$ cat config.mk
export PLATFORM = sky130hd
export DESIGN_NAME = ctm_timer
export DESIGN_NICKNAME = d
export VERILOG_FILES = /design/src/ctm_pkg.sv /design/src/ctm_if.sv /design/src/ctm_clk_sel.sv /design/src/ctm_out_ctl.sv /design/src/ctm_timer.sv
export SDC_FILE = /design/constraint.sdc
export NUM_CORES = 1
export LEC_CHECK = 0
export BUFFER_PORTS_ARGS = -buffer_cell sky130_fd_sc_hd__buf_2
export CAP_MARGIN = 20
export CELL_PAD_IN_SITES_DETAIL_PLACEMENT = 1
export CELL_PAD_IN_SITES_GLOBAL_PLACEMENT = 1
export CORE_UTILIZATION = 30
export DETAILED_ROUTE_END_ITERATION = 6
export PLACE_DENSITY = 0.61
export SYNTH_ARGS = -nofsm -noshare
export SYNTH_HDL_FRONTEND = slang
export SYNTH_SLANG_ARGS = --single-unit
$ cat constraint.sdc
create_clock -name clk_i -period 3 [get_ports clk_i]
set_clock_uncertainty 0.05 [all_clocks]
set_input_delay 0.9 -clock clk_i [delete_from_list [all_inputs] [get_ports clk_i]]
set_output_delay 0.9 -clock clk_i [all_outputs]
set_load 0.03 [all_outputs]
$ cat src/ctm_pkg.sv
package ctm_pkg;
   // Register byte addresses on the bus
   localparam logic [4:0] OFF_PFS = 5'h00;
   localparam logic [4:0] OFF_C0 = 5'h04;
   localparam logic [4:0] OFF_C1 = 5'h08;
   localparam logic [4:0] OFF_CNT_LO = 5'h0c;
   localparam logic [4:0] OFF_CNT_HI = 5'h10;
   localparam logic [4:0] OFF_MA_LO = 5'h14;
   localparam logic [4:0] OFF_MA_HI = 5'h18;
   // Reset values and pin select write mask
   localparam logic [7:0] PFS_RST = 8'h05;
   localparam logic [7:0] PFS_MASK = 8'h1f;
   localparam logic [7:0] C0_RST = 8'h00;
   localparam logic [7:0] C1_RST = 8'h00;
   // Control zero fields
   localparam int C0_PAUSE_BIT = 7;
   localparam int C0_CK_LSB = 4;
   localparam int C0_ON_BIT = 3;
   localparam int C0_RP_LSB = 0;
   // Control one fields
   localparam int C1_MODE_LSB = 6;
   localparam int C1_IO_LSB = 4;
   localparam int C1_OC_BIT = 3;
   localparam int C1_POL_BIT = 2;
   localparam int C1_CCLR_BIT = 0;
   // Prescaler ratios
   localparam int DIV_SYS = 4;
   localparam int DIV_H_LO = 16;
   localparam int DIV_H_HI = 64;

   typedef enum logic [2:0] {
      CK_SYS4 = 3'h0,
      CK_SYS = 3'h1,
      CK_H16 = 3'h2,
      CK_H64 = 3'h3,
      CK_TBC = 3'h4,
      CK_TBC_ALT = 3'h5,
      CK_EXT_RISE = 3'h6,
      CK_EXT_FALL = 3'h7
   } ctm_clk_t;

   typedef enum logic [1:0] {
      MD_CMP = 2'h0,
      MD_UNDEF = 2'h1,
      MD_PWM = 2'h2,
      MD_TMR = 2'h3
   } ctm_mode_t;

   typedef enum logic [1:0] {
      ACT_NONE = 2'h0,
      ACT_LOW = 2'h1,
      ACT_HIGH = 2'h2,
      ACT_TOGGLE = 2'h3
   } ctm_act_t;
endpackage

$ cat src/ctm_if.sv
interface ctm_tick_if;
   logic [2:0] ck_sel;
   logic tick;
   modport src (input ck_sel, output tick);
   modport core (output ck_sel, input tick);
endinterface

interface ctm_out_if;
   logic [1:0] mode;
   logic [1:0] action;
   logic init_lvl;
   logic pol;
   logic on_rise;
   logic match_a;
   modport drv (input mode, input action, input init_lvl, input pol, input on_rise,
                input match_a);
   modport core (output mode, output action, output init_lvl, output pol, output on_rise,
                 output match_a);
endinterface

$ cat src/ctm_clk_sel.sv
module ctm_clk_sel (
   // Clock and reset
   input wire logic clk_i,
   input wire logic rst_i,
   // Internal clock enables and external pin
   input wire logic hclk_en_i,
   input wire logic tbc_en_i,
   input wire logic ext_count_input_i,
   // Selected tick
   ctm_tick_if.src tk
);
   import ctm_pkg::*;

   logic [1:0] sdiv_r, sdiv_nxt;
   logic [5:0] hdiv_r, hdiv_nxt;
   logic [2:0] sync_r, sync_nxt;
   logic ext_rise, ext_fall;

   always_comb begin
      sdiv_nxt = sdiv_r + 2'h1;
      hdiv_nxt = hclk_en_i ? hdiv_r + 6'h01 : hdiv_r;
      sync_nxt = {sync_r[1:0], ext_count_input_i};
   end

   always_ff @(posedge clk_i) begin
      if (rst_i) begin
         sdiv_r <= 2'h0;
         hdiv_r <= 6'h00;
         sync_r <= 3'h0;
      end else begin
         sdiv_r <= sdiv_nxt;
         hdiv_r <= hdiv_nxt;
         sync_r <= sync_nxt;
      end
   end

   // Edge seen between second and third stage only
   assign ext_rise = sync_r[1] & ~sync_r[2];
   assign ext_fall = ~sync_r[1] & sync_r[2];

   always_comb begin
      case (ctm_clk_t'(tk.ck_sel))
         CK_SYS4: tk.tick = (sdiv_r == 2'(DIV_SYS - 1));
         CK_SYS: tk.tick = 1'b1;
         CK_H16: tk.tick = hclk_en_i && (hdiv_r[3:0] == 4'(DIV_H_LO - 1));
         CK_H64: tk.tick = hclk_en_i && (hdiv_r == 6'(DIV_H_HI - 1));
         CK_TBC, CK_TBC_ALT: tk.tick = tbc_en_i;
         CK_EXT_RISE: tk.tick = ext_rise;
         default: tk.tick = ext_fall;
      endcase
   end
endmodule // ctm_clk_sel

$ cat src/ctm_out_ctl.sv
module ctm_out_ctl (
   // Clock and reset
   input wire logic clk_i,
   input wire logic rst_i,
   // Control from timer core
   ctm_out_if.drv oc,
   // Pin steering
   input wire logic first_en_i,
   input wire logic second_en_i,
   input wire logic [1:0] port_inv_i,
   input wire logic alt_first_i,
   input wire logic alt_second_i,
   // Pins
   output logic first_o,
   output logic second_o
);
   import ctm_pkg::*;

   logic lvl_r, lvl_nxt;
   logic first_r, first_nxt, second_r, second_nxt;
   logic drv;

   always_comb begin
      lvl_nxt = lvl_r;
      if (ctm_mode_t'(oc.mode) == MD_CMP) begin
         if (oc.on_rise) begin
            lvl_nxt = oc.init_lvl;
         end else if (oc.match_a) begin
            case (ctm_act_t'(oc.action))
               ACT_LOW: lvl_nxt = 1'b0;
               ACT_HIGH: lvl_nxt = 1'b1;
               ACT_TOGGLE: lvl_nxt = ~lvl_r;
               default: lvl_nxt = lvl_r;
            endcase
         end
      end
      drv = (ctm_mode_t'(oc.mode) == MD_TMR) ? lvl_nxt : lvl_nxt ^ oc.pol;
      first_nxt = first_en_i ? drv ^ port_inv_i[0] : alt_first_i;
      second_nxt = second_en_i ? drv ^ port_inv_i[1] : alt_second_i;
   end

   always_ff @(posedge clk_i) begin
      if (rst_i) begin
         lvl_r <= 1'b0;
         first_r <= 1'b0;
         second_r <= 1'b0;
      end else begin
         lvl_r <= lvl_nxt;
         first_r <= first_nxt;
         second_r <= second_nxt;
      end
   end

   assign first_o = first_r;
   assign second_o = second_r;
endmodule // ctm_out_ctl

$ cat src/ctm_timer.sv
module ctm_timer #(
   parameter int CNT_W = 10,
   parameter int TM_IDX = 0
) (
   // Clock and reset
   input wire logic clk_i,
   input wire logic rst_i,
   // Wishbone slave
   input wire logic wb_cyc_i,
   input wire logic wb_stb_i,
   input wire logic wb_we_i,
   input wire logic [4:0] wb_adr_i,
   input wire logic [3:0] wb_sel_i,
   input wire logic [31:0] wb_dat_i,
   output logic [31:0] wb_dat_o,
   output logic wb_ack_o,
   // Clock sources
   input wire logic hclk_en_i,
   input wire logic tbc_en_i,
   input wire logic ext_count_input_i,
   // Output pins and their shared functions
   input wire logic [1:0] port_inv_i,
   input wire logic alt_first_i,
   input wire logic alt_second_i,
   output logic timer_first_output_o,
   output logic timer_second_output_o,
   output logic [4:0] pin_func_sel_o,
   // Comparator events
   output logic match_a_evt_o,
   output logic period_evt_o
);
   import ctm_pkg::*;

   logic [7:0] pfs_r, pfs_nxt, c0_r, c0_nxt, c1_r, c1_nxt, stage_r, stage_nxt;
   logic [CNT_W-1:0] cnt_r, cnt_nxt, match_a_value_r, match_a_value_nxt;
   logic [31:0] rdat_r, rdat_nxt;
   logic ack_r, ack_nxt, a_evt_r, a_evt_nxt, p_evt_r, p_evt_nxt;
   logic req, wr, rd, on_rise, run_tick, a_hit, p_hit, clr_sel;
   logic [CNT_W:0] inc;
   logic [2:0] per;

   ctm_tick_if tk ();
   ctm_out_if oc ();

   ctm_clk_sel u_clk_sel (
      .clk_i(clk_i),
      .rst_i(rst_i),
      .hclk_en_i(hclk_en_i),
      .tbc_en_i(tbc_en_i),
      .ext_count_input_i(ext_count_input_i),
      .tk(tk.src)
   );

   ctm_out_ctl u_out_ctl (
      .clk_i(clk_i),
      .rst_i(rst_i),
      .oc(oc.drv),
      .first_en_i(pfs_r[2 * TM_IDX]),
      .second_en_i(pfs_r[2 * TM_IDX + 1]),
      .port_inv_i(port_inv_i),
      .alt_first_i(alt_first_i),
      .alt_second_i(alt_second_i),
      .first_o(timer_first_output_o),
      .second_o(timer_second_output_o)
   );

   // Bus request is taken once; ack follows on the next edge
   assign req = wb_cyc_i & wb_stb_i & ~ack_r;
   assign wr = req & wb_we_i & wb_sel_i[0];
   assign rd = req & ~wb_we_i;
   assign on_rise = wr && (wb_adr_i == OFF_C0) && wb_dat_i[C0_ON_BIT] && !c0_r[C0_ON_BIT];

   assign tk.ck_sel = c0_r[C0_CK_LSB +: 3];
   assign per = c0_r[C0_RP_LSB +: 3];
   assign clr_sel = c1_r[C1_CCLR_BIT];

   assign oc.mode = c1_r[C1_MODE_LSB +: 2];
   assign oc.action = c1_r[C1_IO_LSB +: 2];
   assign oc.init_lvl = c1_r[C1_OC_BIT];
   assign oc.pol = c1_r[C1_POL_BIT];
   assign oc.on_rise = on_rise;
   assign oc.match_a = a_hit;

   // Counter and comparators
   always_comb begin
      run_tick = c0_r[C0_ON_BIT] & ~c0_r[C0_PAUSE_BIT] & tk.tick;
      inc = {1'b0, cnt_r} + {{CNT_W{1'b0}}, 1'b1};
      a_hit = run_tick && (inc[CNT_W-1:0] == match_a_value_r) && (match_a_value_r != '0);
      if (per == 3'h0) begin
         p_hit = run_tick && inc[CNT_W];
      end else begin
         p_hit = run_tick && (inc[CNT_W-1 -: 3] == per) && (inc[CNT_W-4:0] == '0);
      end
      cnt_nxt = cnt_r;
      if (on_rise) begin
         cnt_nxt = '0;
      end else if (run_tick) begin
         if (clr_sel ? a_hit : p_hit) begin
            cnt_nxt = '0;
         end else begin
            cnt_nxt = inc[CNT_W-1:0];
         end
      end
      a_evt_nxt = a_hit && !on_rise;
      p_evt_nxt = p_hit && !clr_sel && !on_rise;
   end

   always_ff @(posedge clk_i) begin
      if (rst_i) begin
         cnt_r <= '0;
         a_evt_r <= 1'b0;
         p_evt_r <= 1'b0;
      end else begin
         cnt_r <= cnt_nxt;
         a_evt_r <= a_evt_nxt;
         p_evt_r <= p_evt_nxt;
      end
   end

   // Register file with shared low-byte staging buffer
   always_comb begin
      pfs_nxt = pfs_r;
      c0_nxt = c0_r;
      c1_nxt = c1_r;
      stage_nxt = stage_r;
      match_a_value_nxt = match_a_value_r;
      rdat_nxt = rdat_r;
      ack_nxt = req;
      if (wr) begin
         if (wb_adr_i == OFF_PFS) begin
            pfs_nxt = wb_dat_i[7:0] & PFS_MASK;
         end else if (wb_adr_i == OFF_C0) begin
            c0_nxt = wb_dat_i[7:0];
         end else if (wb_adr_i == OFF_C1) begin
            c1_nxt = wb_dat_i[7:0];
         end else if (wb_adr_i == OFF_MA_LO) begin
            stage_nxt = wb_dat_i[7:0];
         end else if (wb_adr_i == OFF_MA_HI) begin
            match_a_value_nxt = {wb_dat_i[CNT_W-9:0], stage_r};
         end
      end
      if (rd) begin
         if (wb_adr_i == OFF_PFS) begin
            rdat_nxt = {24'h000000, pfs_r};
         end else if (wb_adr_i == OFF_C0) begin
            rdat_nxt = {24'h000000, c0_r};
         end else if (wb_adr_i == OFF_C1) begin
            rdat_nxt = {24'h000000, c1_r};
         end else if (wb_adr_i == OFF_CNT_LO || wb_adr_i == OFF_MA_LO) begin
            rdat_nxt = {24'h000000, stage_r};
         end else if (wb_adr_i == OFF_CNT_HI) begin
            rdat_nxt = 32'(cnt_r[CNT_W-1:8]);
            stage_nxt = cnt_r[7:0];
         end else if (wb_adr_i == OFF_MA_HI) begin
            rdat_nxt = 32'(match_a_value_r[CNT_W-1:8]);
            stage_nxt = match_a_value_r[7:0];
         end else begin
            rdat_nxt = 32'h00000000;
         end
      end
   end

   always_ff @(posedge clk_i) begin
      if (rst_i) begin
         pfs_r <= PFS_RST;
         c0_r <= C0_RST;
         c1_r <= C1_RST;
         stage_r <= 8'h00;
         match_a_value_r <= '0;
         rdat_r <= 32'h00000000;
         ack_r <= 1'b0;
      end else begin
         pfs_r <= pfs_nxt;
         c0_r <= c0_nxt;
         c1_r <= c1_nxt;
         stage_r <= stage_nxt;
         match_a_value_r <= match_a_value_nxt;
         rdat_r <= rdat_nxt;
         ack_r <= ack_nxt;
      end
   end

   assign wb_dat_o = rdat_r;
   assign wb_ack_o = ack_r;
   assign pin_func_sel_o = pfs_r[4:0];
   assign match_a_evt_o = a_evt_r;
   assign period_evt_o = p_evt_r;
endmodule // ctm_timer

==> results.cfg, run 1 <==
[critical_path]
critPathCaptureType = flip-flop
setup.worst_path.start_class = input pin
cp.arrival_ns = 3.04
crit_path_max_fanout = 4
cp.required_ns = 3.21
crit_type = input pin to flip-flop

[cells_and_area]
drive_above_1_share_pct = 22.60
areaGrowthSynthToFinish_pct = 21.53
nets = 606
fin_area_sq_mm = 0.005007
n_antenna_cell = 0

[route]
dr.pass1.iters = 4
remaining_drc_errors = 0
wire_per_inst_um = 16.58
via_count = 3699
drtIter0Drc = 168
ant_nets = 0
drt-total-wl_um = 12080
via_per_inst = 5.074

[placement]
post-dp-hpwl_um = 9296
io_buffer_count = 43
placed_cell_area_sq_mm = 0.004656
gp_congestion = 0.8133

[synthesis]
avgSynthCellArea_sq_um = 8.566
ys_warn_count = 0
synthAdderAreaFrac_pct = 1.215
synth_edf_count = 0
synth_top_family_by_area = simple AND/OR/NAND/NOR gates
synthMuxAreaShare_pct = 9.201
synth.most_common_cell = dfxtp_1
yosys.area.top_type = dfxtp_1
synth_ff_type = dfxtp_1
netlist_area_sq_mm = 0.004120
ys_seq_area_share_pct = 35.96
synthSimpleGateAreaFrac_pct = 24.20
synth_compound_area_share_pct = 14.00
synthDistinctLibCells = 62
synth_cells = 481
postSynth.asyncResetShare_pct = 0
synth_common_cells = 74 x dfxtp_1, 58 x nor2_1, 49 x nand2_1
ys_ff_latch = 74
synth-xor-area-share_pct = 6.742
yosysTopAreaCellShare_pct = 35.96
synth_area_leaders = dfxtp_1 36%, mux2i_1 8.0%, nor2_1 5.3%, buf_4 5.1%, nand2_1 4.5%

[floorplan]
die_y_um = 119.2
placementRows = 42
start_util_pct = 30.99
die-area_sq_mm = 0.01421
io_pins = 95
fp.coreArea_sq_mm = 0.01330
die_width_um = 119.2

[timing]
final-setup-viol-count = 0
worstMarginPinSlew_ns = 0.6564
max_slew_margin_pct = 56.24
min_period_ns = 2.831
drv_slew = 0
tns_ns = 0
hold_viol = 0
max_freq_mhz = 353.2
finalCritPeriodShare_pct = 94.38
rsz0062_at_grt = no

[clock_tree]
cts_root_buf = clkbuf_16
clk_latency_ns = 0.35
post_cts_buffers = 0
cts_buffers = 9
cts_buffer_depth = 2
cts.sinks = 74
holdBufCountCts = 0
htreeDepth = 3
cts_tree = yes
path_clk_slew_ns = 0.05

[global_route]
grt_pass1_vias = 3725
gr-usage-all-layers_pct = 18.22
gr-total-overflow = 0
grt_max_degree = 60
antenna_found_initial = 0
grt_pass1_wl_um = 19870

[flow_run]
drv_cap = 0

[status]
status = finished, final reports clean

[pwr]
power_w = 0.002408
power_leakage_nw = 2.042
p_per_area_mw_per_mm2 = 480.9
ir_drop_v = 0.0002874

[worst_hold_path]
hold_class = flip-flop to flip-flop
-- worst max-delay path, cell delays in order --
cell	delay, ns
buf_2	0.11
or3b_2	0.48
nor4_4	0.40
nand2_1	0.14
mux2i_1	0.20
o211ai_1	0.11
mux2_4	0.29
and3b_1	0.18
nor4_2	0.23
-- kinds of logic after synthesis --
logic type                 count (synthesis)
AOI/OAI and AO/OA                         79
xor gates and xnor gates                  30
adders and majority gates                  4
buffers and inverters                     62
DFF                                       74
muxes                                     37
other                                      1
and+or+nand+nor                          194
-- per-stage QoR --
step           setup WS (ns)  hold WS (ns)  cells  util [%]
2_1_floorplan         0.1063        0.3396    504         -
3_3_place_gp         -0.2714        0.3485    714     35.02
3_5_place_dp         -0.3186        0.3563    714     35.02
4_1_cts              0.05249        0.3645    729     37.48
5_1_grt              0.01229        0.3738    729     37.66
6_report              0.1685        0.3624    729     37.66
-- sequential cells by signal, summed over array words and instances, names as in the netlist --
| signal | cells |
|---|---|
| match_a_value_r | 10 |
| u_out_ctl.lvl_r | 1 |
| wb_dat_o | 8 |
| cnt_r | 10 |
| wb_ack_o | 1 |
| match_a_evt_o | 1 |
| pfs_r | 5 |
| c1_r | 8 |
| c0_r | 8 |
| u_clk_sel.sync_r | 3 |
| stage_r | 8 |
| u_out_ctl.first_o | 1 |
| u_clk_sel.hdiv_r | 6 |
| u_clk_sel.sdiv_r | 2 |
| period_evt_o | 1 |
| u_out_ctl.second_o | 1 |
-- cells in the final DEF, fill, tap and decap left out, types with 4 or more instances in the layout --
master,instances
xor2_1,15
buf_4,45
buf_2,43
nand2b_1,7
o21ai_0,8
a222oi_1,4
conb_1,24
nand3_1,14
dfxtp_1,72
o22ai_1,7
clkbuf_16,9
a21oi_1,18
mux2i_1,33
inv_1,7
nor2_1,58
a211oi_1,4
xnor2_1,14
nor3_1,11
a221oi_1,9
nor2b_1,6
nand2_1,49
or3_1,8
nor4_1,5
a22oi_1,4
and3_1,4
ha_1,4
nand4_1,7
-- repair_timing --
action                     CTS  global route
setup endpoints to repair    0            18
hold endpoints to repair     0             0
resized for setup            0             6
-- power by group --
| part | switching, W | internal [W] |
|---|---|---|
| Combinational | 0.000134 | 0.0000658 |
| Clock | 0.000427 | 0.000768 |
| Sequential | 0.0000135 | 0.00100 |
| Total | 0.000574 | 0.00183 |
-- final timing paths --
| path | startpoint | endpoint | slack (ns) | cells past startpoint |
|---|---|---|---|---|
| worst max-delay path | wb_adr_i[4] | u_out_ctl.second_o | 0.17 | 9 |
| worst min register to register | u_clk_sel.sdiv_r[0] | u_clk_sel.sdiv_r[0] | 0.36 | 1 |
| worst min-delay path | u_clk_sel.sdiv_r[0] | u_clk_sel.sdiv_r[0] | 0.36 | 1 |
| worst max register to register | cnt_r[0] | u_out_ctl.second_o | 0.22 | 9 |
-- routing by layer --
layer | vias up | share of wire, % | track usage (%)
met4 | 0 | 1.5 | 5.538
met1 | 1811 | 48 | 24.39
li1 | 1801 | - | -
met2 | 74 | 46 | 27.65
met5 | - | 0 | 0
met3 | 13 | 5.2 | 5.843
-- layout make-up --
| cell class | instances | area, sq um |
|---|---|---|
| sequential | 74 | 1484 |
| timing repair buffer | 88 | 553.0 |
| tap | 176 | 220.2 |
| clock inverter | 4 | 75.07 |
| multi-input combinational | 368 | 2392 |
| inverter | 8 | 30.03 |
| clock buffer | 11 | 252.7 |
| fill | 1605 | 8288 |
Power figures use the tool's default switching activity.
==> run 2: changes to the inputs <==
--- a/config.mk
+++ b/config.mk
@@ -14,4 +14,5 @@
 export PLACE_DENSITY = 0.61
 export SYNTH_ARGS = -nofsm -noshare
 export SYNTH_HDL_FRONTEND = slang
+export SYNTH_HIERARCHICAL = 1
 export SYNTH_SLANG_ARGS = --single-unit
==> run 2 against run 1 <==
  * The run now ends with setup timing left
  * First-iteration DRC count is 16% higher
  * Wire length grew 6.0%
  * Sequential share of layout area decreased by 0.49 points
  * Maximum frequency shrank 9.4%
  * Register-to-register slack got worse by 0.30 ns
  * Area after synthesis rose by 2.8%
  * Highest routed layer unchanged
  * Clock-buffer cell count is 2 lower
  * Power decreased by 4.3%
  * Combinational power increased by 3%
  * Non-clock buffer count down 2
  * Final cell count rose by 1.2%
  * Via count rose by 4.2%
==> results.cfg, run 2 <==
[synthesis]
ys_ff_latch = 74
synth_ff_type = dfxtp_1
yosys.area.top_type = dfxtp_1
synth.most_common_cell = dfxtp_1
yosysTopAreaCellShare_pct = 34.98
synth_edf_count = 0
ys_warn_count = 6
ys_seq_area_share_pct = 34.98
synth_cells = 491
synth_common_cells = 74 x dfxtp_1, 56 x nor2_1, 35 x nand2_1
postSynth.asyncResetShare_pct = 0
synthDistinctLibCells = 68
avgSynthCellArea_sq_um = 8.626
netlist_area_sq_mm = 0.004235
synth_area_leaders = dfxtp_1 35%, mux2i_1 7.8%, nor2_1 5.0%, buf_4 4.6%, a211oi_1 3.4%

[clock_tree]
cts.sinks = 74
cts_root_buf = clkbuf_16
cts_buffer_depth = 2
path_clk_slew_ns = 0.06
clk_latency_ns = 0.35
cts_buffers = 9
holdBufCountCts = 0
cts_tree = yes
htreeDepth = 3

[critical_path]
crit_path_max_fanout = 4
critPathCaptureType = flip-flop
r2r-start = u_clk_sel/sdiv_r[0]
cp.required_ns = 3.20
cp.arrival_ns = 3.32
setup.worst_path.start_class = input pin
crit_type = input pin to flip-flop
reg2reg_slack_ns = -0.08
r2r_end = u_out_ctl/first_o
ff2ff_path_depth = 13

[pwr]
power_leakage_nw = 2.059
power_w = 0.002304
seqPwrFrac_pct = 43.8
p_switching_w = 0.0006020
p_int_w = 0.001702
combPwrFrac_pct = 8.9
p_sw_share_pct = 26.13
pwr-share-clk_pct = 47.4
ir_drop_v = 0.0002361
p_per_area_mw_per_mm2 = 453.3

[flow_run]
drv_cap = 0

[route]
drt-total-wl_um = 12810
via_per_inst = 5.225
via_count = 3856
drtIter0Drc = 195
wire_per_inst_um = 17.36
remaining_drc_errors = 0
ant_nets = 0
dr.pass1.iters = 5

[timing]
hold_viol = 0
drv_slew = 0
max_freq_mhz = 320.0
worstMarginPinSlew_ns = 0.6691
min_period_ns = 3.125
layout_setup_ws_ns = -0.1249
rsz0062_at_grt = yes
max_slew_margin_pct = 55.39
finalCritPeriodShare_pct = 104.2
final-setup-viol-count = 2

[global_route]
grt_pass1_wl_um = 20690
gr-total-overflow = 0
grt_max_degree = 35
antenna_found_initial = 0
grt_pass1_vias = 3856
gr-usage-all-layers_pct = 18.69

[floorplan]
placementRows = 43
die-area_sq_mm = 0.01460
fp.coreArea_sq_mm = 0.01383
io_pins = 95
start_util_pct = 30.63
die_width_um = 120.8
die_y_um = 120.8

[worst_hold_path]
min_to = u_clk_sel/sdiv_r[0]
min_path_cells = 1
min_from = u_clk_sel/sdiv_r[0]
hold_class = flip-flop to flip-flop

[status]
status = finished, violations left
violations = setup timing

[placement]
io_buffer_count = 43
post-dp-hpwl_um = 9569
gp_congestion = 0.8392
dp.cells = 721

[cells_and_area]
nets = 610
final_cell_count_no_fill = 738
nFillCells = 1665
n_antenna_cell = 0
final_common_cell = dfxtp_1
final_cell_mix = 74 x dfxtp_1, 55 x nor2_1, 43 x buf_4
top_regs = cnt_r x10, match_a_value_r x10
drive_above_1_share_pct = 25.27
areaGrowthSynthToFinish_pct = 20.00
-- run 2: cell types whose count changed in the layout (fill, tap and decap cells not counted), moves of 4 or more --
cell and change:
nor2b_1 +10, o211ai_2 +4, a211oi_1 +15, a221oi_1 -8, nand2_1 -14, xnor2_1 -7
o22ai_1 -5, xor2_1 -4, and2_1 +6, nand3_1 +12
-- run 2: how the worst max path moves through the flow --
stage | cells past startpoint | slack [ns] | from | endpoint
finish | 14 | -0.12 | hclk_en_i | u_out_ctl/first_o
global route | 14 | -0.31 | hclk_en_i | u_out_ctl/first_o
CTS | 14 | -0.19 | hclk_en_i | u_out_ctl/second_o
detailed placement | 14 | -0.68 | hclk_en_i | u_out_ctl/first_o
global placement | 14 | -0.52 | hclk_en_i | u_out_ctl/second_o
floorplan | 13 | -0.17 | hclk_en_i | u_out_ctl/first_o
-- run 2: through the flow --
step,area (sq um),util (%),setup WS [ns],TNS (ns),hold WS [ns]
after floorplan,4322,-,-0.1710,-0.3420,0.3492
after global placement,4725,34.17,-0.5170,-3.037,0.3579
after detailed placement,4725,34.17,-0.6820,-4.474,0.3635
after CTS,5062,36.61,-0.1892,-0.3707,0.3790
after global routing,5082,36.76,-0.3081,-0.5857,0.3984
final,5082,36.76,-0.1249,-0.2483,0.3776
-- run 2: repair_timing --
item | CTS | global route
setup endpoints to repair | 2 | 11
resized for setup | 8 | 3
pin swaps | 4 | 2
buffers inserted | 1 | 2
-- run 2: kinds of logic after synthesis --
kind of cell	after synthesis	share of synthesized area [%]
compound gates	93	16.93
flops	74	34.98
other cells	1	0.08854
simple gates	200	25.26
buf+inv	64	8.774
xor+xnor	18	3.722
mux	37	9.128
fa+ha+maj	4	1.123
-- run 2: area by class of cell --
cell class / instances / area (sq um) / area share [%]
clock buffers: 9 / 225.2 / 4.431
clock inverters: 6 / 67.56 / 1.329
inverters: 7 / 26.28 / 0.5170
multi-input cells: 376 / 2512 / 49.43
flip-flops and latches: 74 / 1481 / 29.15
well taps: 180 / 225.2 / 4.431
repair buffers: 86 / 544.3 / 10.71
-- run 2: power by group through the flow --
stage | registers, W | clock network [W] | logic [W]
6_report | 0.00101 | 0.00109 | 0.000204
5_1_grt | 0.00101 | 0.00118 | 0.000219
4_1_cts | 0.00101 | 0.00112 | 0.000204
3_5_place_dp | 0.00103 | 0 | 0.000202
3_3_place_gp | 0.00103 | 0 | 0.000196
2_1_floorplan | 0.00104 | 0 | 0.000140
-- run 2: routing by layer --
metal | track usage [%] | share of wire, % | up-vias
met5 | 0 | 0 | -
met1 | 23.42 | 45 | 1908
met3 | 3.726 | 3.5 | 18
met2 | 31.75 | 50 | 73
met4 | 6.481 | 1.6 | 0
li1 | - | - | 1857
-- run 2: critical path: stages --
cell,delay [ns]
buf_6,0.07
nand4_1,0.13
a21oi_2,0.15
mux4_2,0.25
nand3b_1,0.11
nor3_2,0.15
o221ai_2,0.12
nor2_1,0.12
and4_4,0.25
a21oi_4,0.06
o31ai_4,0.26
mux2i_2,0.12
or3_1,0.37
a311oi_2,0.25
